## src/common/spwd_pkg.sv

```systemverilog
// Package with register map, timing constants, state types and helper functions of the split port watchdog.
`default_nettype none
package spwd_pkg;
   localparam int          AXI_AW        = 18;
   localparam int          MS_W          = 12;
   localparam int          LS_W          = 4;
   localparam logic [15:0] IDX_SPLIT_EN  = 16'h3c48;
   localparam logic [15:0] IDX_TIMEOUT   = 16'h4171;
   localparam logic [15:0] IDX_PULSE     = 16'h4176;
   localparam logic [15:0] IDX_STATUS    = 16'h4180;
   localparam logic [7:0]  RST_SPLIT_EN  = 8'h00;
   localparam logic [7:0]  RST_TIMEOUT   = 8'h05;
   localparam logic [7:0]  RST_PULSE     = 8'h05;
   localparam logic [7:0]  MASK_SPLIT_EN = 8'hfe;
   localparam logic [7:0]  MASK_TIMEOUT  = 8'h07;
   localparam int          BIT_EN_P3     = 5;
   localparam int          BIT_EN_P4     = 6;
   localparam int          ST_P4_LSB     = 4;
   localparam int          ST_PULSE_P3   = 8;
   localparam int          ST_PULSE_P4   = 9;
   localparam int          ST_BILLBOARD  = 10;
   localparam logic [1:0]  RESP_OKAY     = 2'h0;
   localparam logic [1:0]  RESP_SLVERR   = 2'h2;
   localparam int          CLK_HZ        = 25_000_000;
   localparam int          MS_PER_S      = 1000;
   localparam int          TICK_CYCLES   = CLK_HZ / MS_PER_S;
   localparam int          TICK_W        = 16;
   localparam int          TO_1_MS       = 100;
   localparam int          TO_2_MS       = 250;
   localparam int          TO_3_MS       = 500;
   localparam int          TO_4_MS       = 750;
   localparam int          TO_5_MS       = 1000;
   localparam int          TO_6_MS       = 2000;
   localparam int          PULSE_MIN_MS  = 350;
   localparam int          PULSE_STEP_MS = 10;
   localparam logic [LS_W-1:0] LS_DISABLED = 4'h4;
   localparam logic [LS_W-1:0] LS_RXDETECT = 4'h5;
   localparam logic [LS_W-1:0] LS_INACTIVE = 4'h6;
   localparam logic [LS_W-1:0] LS_POLLING  = 4'h7;
   localparam logic [LS_W-1:0] LS_RECOVERY = 4'h8;
   localparam logic [LS_W-1:0] LS_HOTRESET = 4'h9;

   typedef enum logic {SPWD_MONITOR, SPWD_PULSE} spwd_phase_e;

   typedef struct packed {
      spwd_phase_e       phase;
      logic              power;
      logic [LS_W-1:0]   last_state;
      logic [MS_W-1:0]   count;
   } spwd_timer_s;

   typedef struct packed {
      logic              awready;
      logic              wready;
      logic              bvalid;
      logic [1:0]        bresp;
      logic              aw_got;
      logic              w_got;
      logic [15:0]       aw_idx;
      logic [7:0]        wdata;
      logic              wstrb0;
      logic              arready;
      logic              rvalid;
      logic [1:0]        rresp;
      logic [31:0]       rdata;
      logic [7:0]        split_en;
      logic [7:0]        tsel;
      logic [7:0]        pulse;
      logic [TICK_W-1:0] tick_cnt;
      logic              ms_tick;
      logic              req_s1;
      logic              req_s2;
      logic              bb_enum;
   } spwd_top_s;

   function automatic logic spwd_is_stuck(input logic [LS_W-1:0] st);
      return st == LS_DISABLED || st == LS_RXDETECT || st == LS_INACTIVE ||
             st == LS_POLLING || st == LS_RECOVERY || st == LS_HOTRESET;
   endfunction

   function automatic logic [MS_W-1:0] spwd_timeout_ms(input logic [2:0] sel);
      case (sel)
         3'h1: return MS_W'(TO_1_MS);
         3'h2: return MS_W'(TO_2_MS);
         3'h3: return MS_W'(TO_3_MS);
         3'h4: return MS_W'(TO_4_MS);
         3'h5: return MS_W'(TO_5_MS);
         3'h6: return MS_W'(TO_6_MS);
         default: return '0;
      endcase
   endfunction

   function automatic logic [MS_W-1:0] spwd_pulse_ms(input logic [7:0] n);
      return MS_W'(PULSE_MIN_MS + PULSE_STEP_MS * int'(n));
   endfunction
endpackage
`default_nettype wire

```

## src/rtl/spwd_msg_mem.sv

```systemverilog
// Message memory that holds the failure text loaded from one-time-programmable storage.
`default_nettype none
module spwd_msg_mem #(
   parameter int AW = 6,
   parameter int DW = 8
) (
   input  wire logic          clk,
   input  wire logic          we,
   input  wire logic [AW-1:0] waddr,
   input  wire logic [DW-1:0] wdata,
   input  wire logic [AW-1:0] raddr,
   output var  logic [DW-1:0] rdata
);
   logic [DW-1:0] mem [0:(1<<AW)-1];

   // Read data come out of a register so the descriptor path sees a clean flop.
   always_ff @(posedge clk) begin
      if (we) begin
         mem[waddr] <= wdata;
      end
      rdata <= mem[raddr];
   end
endmodule
`default_nettype wire

```

## src/rtl/spwd_port_timer.sv

```systemverilog
// Per-port stuck-link timer and split power pulse generator.
`default_nettype none
module spwd_port_timer (
   input  wire logic                      clk,
   input  wire logic                      rst,
   input  wire logic                      ms_tick,
   input  wire logic                      enable,
   input  wire logic [spwd_pkg::LS_W-1:0] link_state,
   input  wire logic [spwd_pkg::MS_W-1:0] timeout_ms,
   input  wire logic [spwd_pkg::MS_W-1:0] pulse_ms,
   output var  logic                      power,
   output var  logic                      pulsing
);
   spwd_pkg::spwd_timer_s s;
   spwd_pkg::spwd_timer_s next_s;
   logic                  stuck;

   always_comb begin
      next_s = s;
      stuck = spwd_pkg::spwd_is_stuck(link_state);
      next_s.last_state = link_state;
      case (s.phase)
         spwd_pkg::SPWD_MONITOR: begin
            next_s.power = 1'b1;
            if (!enable) begin
               next_s.count = '0;
            end else if (link_state != s.last_state || !stuck || timeout_ms == '0) begin
               next_s.count = '0;
            end else if (ms_tick) begin
               if (s.count + 1'b1 >= timeout_ms) begin
                  next_s.count = '0;
                  next_s.phase = spwd_pkg::SPWD_PULSE;
                  next_s.power = 1'b0;
               end else begin
                  next_s.count = s.count + 1'b1;
               end
            end
         end
         spwd_pkg::SPWD_PULSE: begin
            next_s.power = 1'b0;
            if (!enable) begin
               next_s.phase = spwd_pkg::SPWD_MONITOR;
               next_s.power = 1'b1;
               next_s.count = '0;
            end else if (ms_tick) begin
               if (s.count + 1'b1 >= pulse_ms) begin
                  next_s.phase = spwd_pkg::SPWD_MONITOR;
                  next_s.power = 1'b1;
                  next_s.count = '0;
               end else begin
                  next_s.count = s.count + 1'b1;
               end
            end
         end
         default: next_s.phase = spwd_pkg::SPWD_MONITOR;
      endcase
   end

   always_ff @(posedge clk) begin
      if (rst) begin
         s <= '{phase: spwd_pkg::SPWD_MONITOR, power: 1'b1, last_state: '0, count: '0};
      end else begin
         s <= next_s;
      end
   end

   assign power = s.power;
   assign pulsing = (s.phase == spwd_pkg::SPWD_PULSE);

   pin_low_pulse_a: assert property (@(posedge clk) disable iff (rst)
      !s.power |-> s.phase == spwd_pkg::SPWD_PULSE)
      else $error("Split power low outside a pulse.");
   no_timeout_idle_a: assert property (@(posedge clk) disable iff (rst)
      (s.phase == spwd_pkg::SPWD_MONITOR && timeout_ms == '0) |=> s.phase == spwd_pkg::SPWD_MONITOR)
      else $error("Pulse started with timeout disabled.");
   state_change_restart_a: assert property (@(posedge clk) disable iff (rst)
      (s.phase == spwd_pkg::SPWD_MONITOR && link_state != s.last_state) |=> s.count == '0)
      else $error("Timer not restarted on link state change.");
   expiry_pulse_a: assert property (@(posedge clk) disable iff (rst)
      (s.phase == spwd_pkg::SPWD_MONITOR && enable && ms_tick && stuck && link_state == s.last_state &&
       timeout_ms != '0 && s.count + 1'b1 >= timeout_ms) |=> (!s.power && s.count == '0))
      else $error("Expired timeout did not start a pulse.");
   pulse_end_a: assert property (@(posedge clk) disable iff (rst)
      (s.phase == spwd_pkg::SPWD_PULSE && enable && ms_tick && s.count + 1'b1 >= pulse_ms)
      |=> (s.power && s.count == '0 && s.phase == spwd_pkg::SPWD_MONITOR))
      else $error("Pulse did not end at its duration.");
   pulse_len_a: assert property (@(posedge clk) disable iff (rst)
      (s.phase == spwd_pkg::SPWD_PULSE && ms_tick && s.count + 1'b1 < pulse_ms && enable) |=> !s.power)
      else $error("Pulse ended early.");
   disabled_high_a: assert property (@(posedge clk) disable iff (rst)
      !enable |=> s.power)
      else $error("Disabled port pulsed.");
   pulse_seen_c: cover property (@(posedge clk) disable iff (rst) $fell(s.power));
   pulse_done_c: cover property (@(posedge clk) disable iff (rst) $rose(s.power));
endmodule
`default_nettype wire

```

## src/rtl/spwd_top.sv

```systemverilog
// Top of the split port link watchdog with its register slave and billboard request logic.
//
// Behaviour
// - Judge link validity from link state status.
// - Same stuck state for full timeout pulses pin.
// - Select code picks timeout 100 ms to 2 s.
// - Select zero never pulses the pin.
// - Timeout select resets to five.
// - Timeout expiry clears and restarts counter.
// - Select writable by software, overridden by OTP.
// - Pin held low for programmed duration.
// - Duration is 350 ms plus 10 ms steps.
// - Duration timer cleared when pulse ends.
// - Duration used only for split pulses.
// - Only split enabled ports monitor and pulse.
// - Failure signal allows billboard enumeration.
// - Billboard descriptors carry OTP stored message.
// - Bits five and six enable ports three, four.
//
// The AXI4-Lite slave port was decided locally.
`default_nettype none
module spwd_top #(
   parameter int TICK_CYCLES = spwd_pkg::TICK_CYCLES,
   parameter int MSG_AW      = 6
) (
   input  wire logic                        CLK,
   input  wire logic                        RST,
   input  wire logic [spwd_pkg::AXI_AW-1:0] S_AXI_AWADDR,
   input  wire logic                        S_AXI_AWVALID,
   output var  logic                        S_AXI_AWREADY,
   input  wire logic [31:0]                 S_AXI_WDATA,
   input  wire logic [3:0]                  S_AXI_WSTRB,
   input  wire logic                        S_AXI_WVALID,
   output var  logic                        S_AXI_WREADY,
   output var  logic [1:0]                  S_AXI_BRESP,
   output var  logic                        S_AXI_BVALID,
   input  wire logic                        S_AXI_BREADY,
   input  wire logic [spwd_pkg::AXI_AW-1:0] S_AXI_ARADDR,
   input  wire logic                        S_AXI_ARVALID,
   output var  logic                        S_AXI_ARREADY,
   output var  logic [31:0]                 S_AXI_RDATA,
   output var  logic [1:0]                  S_AXI_RRESP,
   output var  logic                        S_AXI_RVALID,
   input  wire logic                        S_AXI_RREADY,
   input  wire logic [spwd_pkg::LS_W-1:0]   LINK_STATE_STATUS_P3,
   input  wire logic [spwd_pkg::LS_W-1:0]   LINK_STATE_STATUS_P4,
   output var  logic                        SUPERSPEED_SPLIT_POWER_PIN_P3,
   output var  logic                        SUPERSPEED_SPLIT_POWER_PIN_P4,
   input  wire logic                        OTP_TIMEOUT_VALID,
   input  wire logic [2:0]                  OTP_TIMEOUT_SEL,
   input  wire logic                        OTP_MSG_WE,
   input  wire logic [MSG_AW-1:0]           OTP_MSG_ADDR,
   input  wire logic [7:0]                  OTP_MSG_DATA,
   input  wire logic                        BILLBOARD_REQ_N,
   output var  logic                        BILLBOARD_ENUM,
   input  wire logic [MSG_AW-1:0]           DESC_ADDR,
   output var  logic [7:0]                  DESC_DATA
);
   spwd_pkg::spwd_top_s       s;
   spwd_pkg::spwd_top_s       next_s;
   logic                      have_aw;
   logic                      have_w;
   logic [15:0]               w_idx;
   logic [7:0]                w_byte;
   logic                      w_lane0;
   logic [15:0]               r_idx;
   logic [2:0]                eff_sel;
   logic [spwd_pkg::MS_W-1:0] timeout_ms;
   logic [spwd_pkg::MS_W-1:0] pulse_ms;
   logic                      pulsing_p3;
   logic                      pulsing_p4;

   localparam logic [spwd_pkg::TICK_W-1:0] TICK_LAST = spwd_pkg::TICK_W'(TICK_CYCLES - 1);

   always_comb begin
      // OTP value takes precedence over the software copy while it is valid.
      eff_sel = OTP_TIMEOUT_VALID ? OTP_TIMEOUT_SEL : s.tsel[2:0];
      timeout_ms = spwd_pkg::spwd_timeout_ms(eff_sel);
      pulse_ms = spwd_pkg::spwd_pulse_ms(s.pulse);
   end

   always_comb begin
      next_s = s;
      have_aw = s.aw_got || (S_AXI_AWVALID && s.awready);
      have_w = s.w_got || (S_AXI_WVALID && s.wready);
      w_idx = s.aw_got ? s.aw_idx : S_AXI_AWADDR[spwd_pkg::AXI_AW-1:2];
      w_byte = s.w_got ? s.wdata : S_AXI_WDATA[7:0];
      w_lane0 = s.w_got ? s.wstrb0 : S_AXI_WSTRB[0];
      r_idx = S_AXI_ARADDR[spwd_pkg::AXI_AW-1:2];

      // The millisecond tick paces both the timeout and the pulse counters.
      next_s.ms_tick = 1'b0;
      if (s.tick_cnt >= TICK_LAST) begin
         next_s.tick_cnt = '0;
         next_s.ms_tick = 1'b1;
      end else begin
         next_s.tick_cnt = s.tick_cnt + 1'b1;
      end

      // The request pin is asynchronous and is synchronised before use.
      next_s.req_s1 = BILLBOARD_REQ_N;
      next_s.req_s2 = s.req_s1;
      next_s.bb_enum = !s.req_s2;

      if (S_AXI_AWVALID && s.awready) begin
         next_s.awready = 1'b0;
         next_s.aw_got = 1'b1;
         next_s.aw_idx = S_AXI_AWADDR[spwd_pkg::AXI_AW-1:2];
      end
      if (S_AXI_WVALID && s.wready) begin
         next_s.wready = 1'b0;
         next_s.w_got = 1'b1;
         next_s.wdata = S_AXI_WDATA[7:0];
         next_s.wstrb0 = S_AXI_WSTRB[0];
      end
      if (have_aw && have_w && !s.bvalid) begin
         next_s.aw_got = 1'b0;
         next_s.w_got = 1'b0;
         next_s.awready = 1'b0;
         next_s.wready = 1'b0;
         next_s.bvalid = 1'b1;
         next_s.bresp = spwd_pkg::RESP_OKAY;
         if (w_idx == spwd_pkg::IDX_SPLIT_EN) begin
            if (w_lane0) begin
               next_s.split_en = w_byte & spwd_pkg::MASK_SPLIT_EN;
            end
         end else if (w_idx == spwd_pkg::IDX_TIMEOUT) begin
            if (w_lane0) begin
               next_s.tsel = w_byte & spwd_pkg::MASK_TIMEOUT;
            end
         end else if (w_idx == spwd_pkg::IDX_PULSE) begin
            if (w_lane0) begin
               next_s.pulse = w_byte;
            end
         end else if (w_idx == spwd_pkg::IDX_STATUS) begin
            next_s.bresp = spwd_pkg::RESP_OKAY;
         end else begin
            next_s.bresp = spwd_pkg::RESP_SLVERR;
         end
      end
      if (s.bvalid && S_AXI_BREADY) begin
         next_s.bvalid = 1'b0;
         next_s.awready = 1'b1;
         next_s.wready = 1'b1;
      end

      if (S_AXI_ARVALID && s.arready) begin
         next_s.arready = 1'b0;
         next_s.rvalid = 1'b1;
         next_s.rresp = spwd_pkg::RESP_OKAY;
         next_s.rdata = '0;
         if (r_idx == spwd_pkg::IDX_SPLIT_EN) begin
            next_s.rdata[7:0] = s.split_en;
         end else if (r_idx == spwd_pkg::IDX_TIMEOUT) begin
            next_s.rdata[7:0] = s.tsel;
         end else if (r_idx == spwd_pkg::IDX_PULSE) begin
            next_s.rdata[7:0] = s.pulse;
         end else if (r_idx == spwd_pkg::IDX_STATUS) begin
            next_s.rdata[spwd_pkg::LS_W-1:0] = LINK_STATE_STATUS_P3;
            next_s.rdata[spwd_pkg::ST_P4_LSB +: spwd_pkg::LS_W] = LINK_STATE_STATUS_P4;
            next_s.rdata[spwd_pkg::ST_PULSE_P3] = pulsing_p3;
            next_s.rdata[spwd_pkg::ST_PULSE_P4] = pulsing_p4;
            next_s.rdata[spwd_pkg::ST_BILLBOARD] = s.bb_enum;
         end else begin
            next_s.rresp = spwd_pkg::RESP_SLVERR;
         end
      end
      if (s.rvalid && S_AXI_RREADY) begin
         next_s.rvalid = 1'b0;
         next_s.arready = 1'b1;
      end
   end

   always_ff @(posedge CLK) begin
      if (RST) begin
         s <= '0;
         s.awready <= 1'b1;
         s.wready <= 1'b1;
         s.arready <= 1'b1;
         s.split_en <= spwd_pkg::RST_SPLIT_EN;
         s.tsel <= spwd_pkg::RST_TIMEOUT;
         s.pulse <= spwd_pkg::RST_PULSE;
         s.req_s1 <= 1'b1;
         s.req_s2 <= 1'b1;
      end else begin
         s <= next_s;
      end
   end

   spwd_port_timer u_timer_p3 (
      .clk        (CLK),
      .rst        (RST),
      .ms_tick    (s.ms_tick),
      .enable     (s.split_en[spwd_pkg::BIT_EN_P3]),
      .link_state (LINK_STATE_STATUS_P3),
      .timeout_ms (timeout_ms),
      .pulse_ms   (pulse_ms),
      .power      (SUPERSPEED_SPLIT_POWER_PIN_P3),
      .pulsing    (pulsing_p3)
   );

   spwd_port_timer u_timer_p4 (
      .clk        (CLK),
      .rst        (RST),
      .ms_tick    (s.ms_tick),
      .enable     (s.split_en[spwd_pkg::BIT_EN_P4]),
      .link_state (LINK_STATE_STATUS_P4),
      .timeout_ms (timeout_ms),
      .pulse_ms   (pulse_ms),
      .power      (SUPERSPEED_SPLIT_POWER_PIN_P4),
      .pulsing    (pulsing_p4)
   );

   // Failure text for the billboard descriptors.
   spwd_msg_mem #(
      .AW (MSG_AW),
      .DW (8)
   ) u_msg (
      .clk   (CLK),
      .we    (OTP_MSG_WE),
      .waddr (OTP_MSG_ADDR),
      .wdata (OTP_MSG_DATA),
      .raddr (DESC_ADDR),
      .rdata (DESC_DATA)
   );

   assign S_AXI_AWREADY = s.awready;
   assign S_AXI_WREADY = s.wready;
   assign S_AXI_BVALID = s.bvalid;
   assign S_AXI_BRESP = s.bresp;
   assign S_AXI_ARREADY = s.arready;
   assign S_AXI_RVALID = s.rvalid;
   assign S_AXI_RRESP = s.rresp;
   assign S_AXI_RDATA = s.rdata;
   assign BILLBOARD_ENUM = s.bb_enum;

   reset_values_a: assert property (@(posedge CLK) disable iff (RST)
      $past(RST) |-> (s.tsel == spwd_pkg::RST_TIMEOUT && s.split_en == spwd_pkg::RST_SPLIT_EN &&
                      s.pulse == spwd_pkg::RST_PULSE))
      else $error("Wrong register values after reset.");
   otp_override_a: assert property (@(posedge CLK) disable iff (RST)
      (OTP_TIMEOUT_VALID && OTP_TIMEOUT_SEL == 3'h1) |-> int'(timeout_ms) == spwd_pkg::TO_1_MS)
      else $error("OTP timeout select not applied.");
   billboard_follow_a: assert property (@(posedge CLK) disable iff (RST)
      (!BILLBOARD_REQ_N [*3]) |=> BILLBOARD_ENUM)
      else $error("Billboard not exposed after failure request.");
   billboard_release_a: assert property (@(posedge CLK) disable iff (RST)
      (BILLBOARD_REQ_N [*3]) |=> !BILLBOARD_ENUM)
      else $error("Billboard still exposed after request release.");
   split_gate_a: assert property (@(posedge CLK) disable iff (RST)
      !s.split_en[spwd_pkg::BIT_EN_P3] |=> SUPERSPEED_SPLIT_POWER_PIN_P3)
      else $error("Port 3 pulsed while split disabled.");
   split_gate_p4_a: assert property (@(posedge CLK) disable iff (RST)
      !s.split_en[spwd_pkg::BIT_EN_P4] |=> SUPERSPEED_SPLIT_POWER_PIN_P4)
      else $error("Port 4 pulsed while split disabled.");
   reserved_zero_a: assert property (@(posedge CLK) disable iff (RST)
      s.tsel[7:3] == '0 && !s.split_en[0])
      else $error("Reserved register bits set.");
   read_resp_a: assert property (@(posedge CLK) disable iff (RST)
      (S_AXI_ARVALID && s.arready) |=> (s.rvalid && !s.arready))
      else $error("Read answer missing after address.");
   write_resp_a: assert property (@(posedge CLK) disable iff (RST)
      (have_aw && have_w && !s.bvalid) |=> (s.bvalid && !s.awready && !s.wready))
      else $error("Write response missing after address and data.");
   write_hs_c: cover property (@(posedge CLK) disable iff (RST) s.bvalid && S_AXI_BREADY);
   billboard_c: cover property (@(posedge CLK) disable iff (RST) $rose(s.bb_enum));
   p4_pulse_c: cover property (@(posedge CLK) disable iff (RST) $fell(SUPERSPEED_SPLIT_POWER_PIN_P4));
endmodule
`default_nettype wire

```

## config.mk

```make
export PLATFORM = sky130hd
export DESIGN_NAME = spwd_top
export DESIGN_NICKNAME = d
export VERILOG_FILES = /design/src/common/spwd_pkg.sv /design/src/rtl/spwd_msg_mem.sv /design/src/rtl/spwd_port_timer.sv /design/src/rtl/spwd_top.sv
export SDC_FILE = /design/constraint.sdc
export NUM_CORES = 1
export LEC_CHECK = 0
export BUFFER_PORTS_ARGS = -buffer_cell sky130_fd_sc_hd__buf_2
export CAP_MARGIN = 20
export CORE_ASPECT_RATIO = 1.1
export CORE_MARGIN = 4
export CORE_UTILIZATION = 50
export CTS_CLUSTER_SIZE = 25
export DETAILED_ROUTE_END_ITERATION = 16
export GPL_ROUTABILITY_DRIVEN = 0
export PLACE_DENSITY = 0.66
export SLEW_MARGIN = 20
export SYNTH_ARGS = -nofsm -noshare
export SYNTH_HDL_FRONTEND = slang
export SYNTH_HIERARCHICAL = 1
export SYNTH_SLANG_ARGS = --single-unit
```

## constraint.sdc

```tcl
create_clock -name CLK -period 4.45 [get_ports CLK]
set_input_delay 0.89 -clock CLK [delete_from_list [all_inputs] [get_ports CLK]]
set_output_delay 0.89 -clock CLK [all_outputs]
set_load 0.02 [all_outputs]
```

==> metrics.md, run 1 <==
| Metric | Value |
|---|---|
| Status | finished, final reports clean |
| Hold crit path type | reg -> reg |
| Detailed Route Iter0 Violations | 1395 |
| Max-cap violation count | 0 |
| Critical Path RT | 4.96 ns |
| Core area | 0.0551 mm² |
| Post-Syn Area per Cell | 14.9 µm² |
| Critical path's most frequent cell | ha_1 |
| Worst-Margin Slew | 0.962 ns |
| Area grow syn2layout | 11.7% |
| Avg WL per Cell | 22.1 µm |
| Setup crit start | s[21] |
| CTS max path bufs | 3 |
| Clk_lat worst skew | 0.59 ns |
| Die span in x | 233 µm |
| Worst path slowest cell | fa_1 |
| Yosys top cell area share | 55.1% |
| Final period util | 91.7% |
| Post-Synthesis Cell Area | 0.0279 mm² |
| Tmin final | 4.08 ns |
| Overall routing resource usage | 20.5% |
| Residual DRC | 0 |
| Final Setup Violations | 0 |
| CTS H-tree lvls | 3 |
| Fin cells | 2781 |
| WL final | 61400 µm |
| Clk root buf | clkbuf_16 |
| DR vias/cell | 5.85 |
| Area of the multi-input gates | 0.00920 mm² |
| Clock Skew | 0.0199 ns |
| Slew headroom | 34.2% |
| Seq. cell area | 0.0179 mm² |
| First drt pass iteration count | 5 |
| Met2 usage | 34.7% |
| CP cell instances | ha_1 > ha_1 > fa_1 > a21o_1 > a21oi_2 > xnor2_1 > nor2_1 > o32ai_1 > inv_1 > ha_1 > a21oi_1 > o21ai_1 > a22o_1 > a31oi_4 > o211ai_4 > o31ai_2 |
| Distinct cells, synth | 82 |
| Most common cell in the netlist | edfxtp_1 |
| Fin. max-slew vios | 0 |
| Mapped Cells | 1869 |
| Initial antenna violation count | 3 |
| Lkg Pwr | 10.6 nW |
| Top_reg_cell synth | edfxtp_1 |
| Sw Share | 21.6% |
| Die area | 0.0596 mm² |
| Post-synth ARST share | 0% |
| Clock power share | 42.3% |
| First-pass GRT wire length | 94200 µm |
| Yosys warns | 6 |
| Clock sink count | 639 |
| Vias | 16269 |
| Post-synth EDFFs | 512 |
| Starting Density | 50.6% |
| HP Start | s[1] |
| Detail Route Antenna Nets | 0 |
| CP startpoint kind | flip-flop |
| Crit path DAT | 4.59 ns |
| Global Route met3 Usage | 4.36% |
| Clk slew on worst S/H paths | 0.06 ns |
| Critical path's largest stage delay | 0.46 ns |
| Input/output buffers | 110 |
| Register area share after synthesis | 64.3% |
| Synth area leaders | edfxtp_1 55%, mux4_2 10%, dfxtp_1 9.1% |
| CTS buffer count | 66 |
| Hold Fails Final Rpt | 0 |
| Clock tree from TritonCTS | yes |
| Number of top-level pins | 165 |
| Vias in the first global route | 16379 |
| CP endpoint kind | flip-flop |
| Ratio of cells with drive above 1 in the final layout | 20.1% |
| Setup CP Type | reg -> reg |
| Internal | 9.97 mW |
| Rows | 90 |
| Top Usage Layer GRT | met2 |
| Sw Pwr | 2.75 mW |
| Fillers | 4341 |
| Register bit total from synthesis | 639 |
| Max VDD drop | 0.377 mV |
| Comb pwr share | 6.1% |
| Fmax achieved | 245 MHz |
| Critical Path Fanout Max | 10 |
| Commonest cells post-synth | 512 x edfxtp_1, 157 x nor2_1, 131 x nand2_1 |
| Setup_tns | 0 ns |
| Dpl cells | 2660 |
| Pin count of the biggest net entering global routing | 65 |
| Cell area power density | 409 mW/mm² |
| RSZ-0062 raised after global routing | no |
| Reg power frac | 51.6% |
| GRT overflow | 0 |
| Post-layout net count | 2170 |
| HPWL Detailed | 40000 µm |
| Die Height | 256 µm |
| Area leader, netlist | edfxtp_1 |
| Grt met1 use | 26.4% |
| Worst R2R Start | s[21] |
metrics by stage:
stage                     util [%]  cell area (µm²)  setup slack [ns]  hold slack, ns  power (mW)
after floorplan                  -            28000             0.698           0.363        7.18
after global placement        52.7            29000             0.328           0.372        7.44
after detailed placement      52.7            29000             0.297           0.381        7.46
after CTS                     56.5            31100             0.291           0.392        12.9
after global routing          56.5            31100            0.0162           0.414        13.2
final                         56.5            31100             0.369           0.388        12.7
worst max-delay path, delay by kind of cell (launching register included):
family | cells | cell delay, ns
AO/OA/AOI/OAI | 9 | 1.94
adder cells (fa/ha/maj) | 4 | 1.26
flip-flops | 1 | 0.41
XOR/XNOR | 1 | 0.20
AND/OR/NAND/NOR | 1 | 0.12
buffers and inverters | 1 | 0.10
power groups by stage:
stage	Combinational (mW)	Sequential (mW)	Clock, mW
5_1_grt	0.836	6.57	5.77
2_1_floorplan	0.492	6.69	0
3_5_place_dp	0.772	6.69	0
6_report	0.772	6.56	5.39
4_1_cts	0.775	6.56	5.52
3_3_place_gp	0.756	6.69	0
repair_timing:
| action | 4_1_cts | 5_1_grt |
|---|---|---|
| buffers inserted | 0 | 0 |
| setup endpoints to repair | 0 | 12 |
| hold buffers | 0 | 0 |
| gates resized for setup | 0 | 1 |
cells in the final DEF, fill, tap and decap left out, types with 11 or more instances in the layout:
| cell | synthesis | routed |
|---|---|---|
| nand2_1 | 131 | 131 |
| nor3_1 | 28 | 28 |
| inv_1 | 56 | 57 |
| clkbuf_1 | 36 | 17 |
| nor2b_1 | 30 | 30 |
| mux4_2 | 126 | 126 |
| conb_1 | 1 | 34 |
| dfxtp_1 | 127 | 127 |
| a211oi_1 | 18 | 18 |
| xor2_1 | 15 | 15 |
| ha_1 | 64 | 64 |
| buf_4 | 49 | 28 |
| edfxtp_1 | 512 | 512 |
| nand3_1 | 42 | 42 |
| clkbuf_16 | 0 | 68 |
| xnor2_1 | 27 | 27 |
| o21ai_1 | 22 | 22 |
| o21ai_0 | 20 | 20 |
| mux2_2 | 23 | 23 |
| buf_2 | 12 | 101 |
| nand2b_1 | 23 | 23 |
| nor4_1 | 11 | 11 |
| nand3b_1 | 30 | 30 |
| nor2_1 | 157 | 157 |
| a21oi_1 | 67 | 66 |
| and3_1 | 16 | 16 |
| mux2i_1 | 42 | 42 |
kinds of logic after synthesis:
logic type | synth area share, %
mux | 12.6
compound gates | 6.20
fa+ha+maj | 2.94
flops | 64.3
other cells | 0.0135
xor+xnor | 1.32
simple gates | 9.41
buf+inv | 3.23
registers in the layout (all words and copies together) (netlist names), 8 cells and up:
name and count:
u_msg/rdata 8, u_msg/mem 512, u_timer_p4/s 16, s 63
S_AXI_RDATA 11, u_timer_p3/s 16
final timing paths:
| kind | to | slack (ns) | cells after the start |
|---|---|---|---|
| min | BILLBOARD_ENUM | 0.39 | 1 |
| max | u_timer_p4/s[0] | 0.37 | 16 |
| max reg2reg | u_timer_p4/s[0] | 0.37 | 16 |
| min reg2reg | BILLBOARD_ENUM | 0.39 | 1 |
final cells by class:
class / instances / share of cell area (%)
Multi-Input combinational cell: 1097 / 29.5
Clock buffer: 90 / 5.83
Timing Repair Buffer: 132 / 2.47
Clock inverter: 28 / 0.960
Tap cell: 736 / 2.96
Antenna cell: 3 / 0.0241
Sequential cell: 639 / 57.5
Inverter: 56 / 0.675
per-layer routing:
| layer | vias to the layer above | part of all wire [%] |
|---|---|---|
| met5 | - | 0 |
| met4 | 0 | 3.1 |
| met3 | 112 | 6.8 |
| met2 | 500 | 51 |
| met1 | 8231 | 40 |
| li1 | 7426 | - |
No activity file was read; power rests on OpenSTA's default activity.
==> run 2, diff against run 1 <==
--- a/config.mk
+++ b/config.mk
@@ -10,6 +10,7 @@
 export CORE_ASPECT_RATIO = 1.1
 export CORE_MARGIN = 4
 export CORE_UTILIZATION = 50
+export CTS_BUF_LIST = sky130_fd_sc_hd__clkbuf_8
 export CTS_CLUSTER_SIZE = 25
 export DETAILED_ROUTE_END_ITERATION = 16
 export GPL_ROUTABILITY_DRIVEN = 0
==> metrics.md, run 2 (same netlist as run 1, synthesis figures left out) <==
| Metric | Value |
|---|---|
| Status | finished, final reports clean (unchanged) |
| Max reg flops | 512 (unchanged) |
| Setup_tns | 0 ns (unchanged) |
| Avg WL per Cell | 21.7 µm (was 22.1 µm) |
| Worst setup margin | 0.345 ns (was 0.369 ns) |
| Overall routing resource usage | 20.7% (was 20.5%) |
| Critical Path Fanout Max | 10 (unchanged) |
| RSZ-0062 raised after global routing | no (unchanged) |
| CP endpoint kind | flip-flop (unchanged) |
| CTS buffer count | 102 (was 66) |
| CTS Hold Bufs | 0 (unchanged) |
| Max-cap violation count | 0 (unchanged) |
| DR vias/cell | 5.78 (was 5.85) |
| Critical path's most frequent cell | ha_1 (unchanged) |
| Starting Density | 50.6% (unchanged) |
| Fmax achieved | 244 MHz (was 245 MHz) |
| Post-layout net count | 2206 (was 2170) |
| Rows | 90 (unchanged) |
| Setup bufs post-CTS | 0 (unchanged) |
| Worst Hold Depth | 1 (unchanged) |
| Worst-Margin Slew | 0.939 ns (was 0.962 ns) |
| HPWL Detailed | 40000 µm (unchanged) |
| R2R depth | 16 (unchanged) |
| Commonest non-fill, non-tap cell in the layout | edfxtp_1 (unchanged) |
| Initial antenna violation count | 3 (unchanged) |
| Ratio of cells with drive above 1 in the final layout | 20.9% (was 20.1%) |
| Fin. max-slew vios | 0 (unchanged) |
| Total power | 12.1 mW (was 12.7 mW) |
| CP cell instances | ha_1 > ha_1 > fa_1 > a21o_1 > a21oi_2 > xnor2_1 > nor2_1 > o32ai_1 > inv_1 > ha_1 > a21oi_1 > o21ai_1 > a22o_1 > a31oi_4 > o211ai_4 > o31ai_2 (unchanged) |
| Fillers | 4371 (was 4341) |
| Clock Skew | 0.0311 ns (was 0.0199 ns) |
| Detail Route Antenna Nets | 0 (unchanged) |
| Pin count of the biggest net entering global routing | 65 (unchanged) |
| CTS max path bufs | 3 (unchanged) |
| Die area | 0.0596 mm² (unchanged) |
| Clk slew on worst S/H paths | 0.06 ns (about the same) |
| Final period util | 92.2% (was 91.7%) |
| Lkg Pwr | 10.8 nW (was 10.6 nW) |
| Hold Fails Final Rpt | 0 (unchanged) |
| Worst path slowest cell | fa_1 (unchanged) |
| Crit path DAT | 4.70 ns (was 4.59 ns) |
| Clk root buf | clkbuf_8 (was clkbuf_16) |
| Critical path's largest stage delay | 0.46 ns (about the same) |
| Vias | 16479 (was 16269) |
| Max VDD drop | 0.293 mV (was 0.377 mV) |
| Core area | 0.0551 mm² (unchanged) |
| Post-DP Area | 0.0290 mm² (unchanged) |
| First-pass GRT wire length | 95100 µm (was 94200 µm) |
| Input/output buffers | 110 (unchanged) |
| Area grow syn2layout | 11.2% (was 11.7%) |
| Fin util | 56.3% (was 56.5%) |
| Critical Path RT | 5.05 ns (was 4.96 ns) |
| Final Cell Area | 0.0310 mm² (was 0.0311 mm²) |
| Final Setup Violations | 0 (unchanged) |
| Detailed Route Iter0 Violations | 1256 (was 1395) |
| Vias in the first global route | 16665 (was 16379) |
| Hold crit path type | reg -> reg (unchanged) |
| GRT overflow | 0 (unchanged) |
| Commonest cells after routing, fill and taps aside | 512 x edfxtp_1, 157 x nor2_1, 131 x nand2_1, 127 x dfxtp_1, 126 x mux4_2 (unchanged) |
| First drt pass iteration count | 5 (unchanged) |
| Setup CP Type | reg -> reg (unchanged) |
| Clock tree from TritonCTS | yes (unchanged) |
| Tmin final | 4.10 ns (was 4.08 ns) |
| Biggest regs | u_msg/mem: 512 flops, s: 63 flops (unchanged) |
| WL final | 61800 µm (was 61400 µm) |
| Number of top-level pins | 165 (unchanged) |
| Cell area power density | 391 mW/mm² (was 409 mW/mm²) |
| Clock sink count | 639 (unchanged) |
| Area of the multi-input gates | 0.00920 mm² (unchanged) |
| Die Height | 256 µm (unchanged) |
| CP startpoint kind | flip-flop (unchanged) |
| Die span in x | 233 µm (unchanged) |
| Slew headroom | 35.8% (was 34.2%) |
| Pre-CTS setup slack | 0.297 ns (unchanged) |
| Clk_lat worst skew | 0.71 ns (was 0.59 ns) |
| Top reg by flops | u_msg/mem (unchanged) |
| CTS H-tree lvls | 3 (unchanged) |
| Seq. cell area | 0.0179 mm² (unchanged) |
| Residual DRC | 0 (unchanged) |
## run 2: cell types whose count changed in the layout (fill, tap and decap cells not counted), moves of 2 or more
cell | previous run | this run
clkbuf_1 | 17 | 0
clkbuf_16 | 68 | 0
clkbuf_4 | 3 | 0
clkbuf_8 | 3 | 108
clkinv_1 | 10 | 18
clkinv_4 | 2 | 0
inv_1 | 57 | 105
inv_12 | 0 | 2
inv_6 | 3 | 1
## run 2: cell type report
class	instances	area share [%]
flip-flops and latches	639	57.8
multi-input cells	1097	29.7
clock buffers	107	4.75
well taps	736	2.97
repair buffers	132	2.48
clock inverters	82	1.61
inverters	56	0.678
diodes	3	0.0242
## run 2: final timing paths
path	end	start	slack, ns
max reg2reg	u_timer_p4/s[0]	s[21]	0.35
max	u_timer_p4/s[0]	s[21]	0.35
min reg2reg	BILLBOARD_ENUM	s[1]	0.39
min	BILLBOARD_ENUM	s[1]	0.39
## run 2: what timing repair did
item	4_1_cts	5_1_grt
setup endpoints to repair	0	10
gates resized for setup	0	1
endpoints found under the hold margin	0	0
## run 2: per-layer routing
layer / wire (µm) / track usage (%) / up-vias / share of wire (%)
li1: - / - / 7508 / -
met1: 24500 / 26.4 / 8282 / 40
met2: 31000 / 34.8 / 564 / 50
met3: 4150 / 4.22 / 123 / 6.7
met4: 2110 / 8.05 / 2 / 3.4
met5: 7 / 0 / - / 0.011
## run 2: per-stage QoR
| step | cells | hold WS, ns |
|---|---|---|
| after floorplan | 1902 | 0.363 |
| after global placement | 2660 | 0.372 |
| after detailed placement | 2660 | 0.381 |
| after CTS | 2849 | 0.325 |
| after global routing | 2850 | 0.360 |
| final | 2852 | 0.390 |
## run 2: worst max-delay path: cells and delay by family (launching register included)
kind | cells | cell delay, ns
AOI/OAI and AO/OA | 9 | 1.94
adders and majority gates | 4 | 1.25
DFF | 1 | 0.41
xor gates and xnor gates | 1 | 0.21
and+or+nand+nor | 1 | 0.12
buffers and inverters | 1 | 0.10
## run 2: report_power, final
group	total, mW	internal (mW)	switching, mW
registers	6.56	6.52	0.0398
clock network	4.78	2.53	2.25
logic	0.772	0.284	0.488
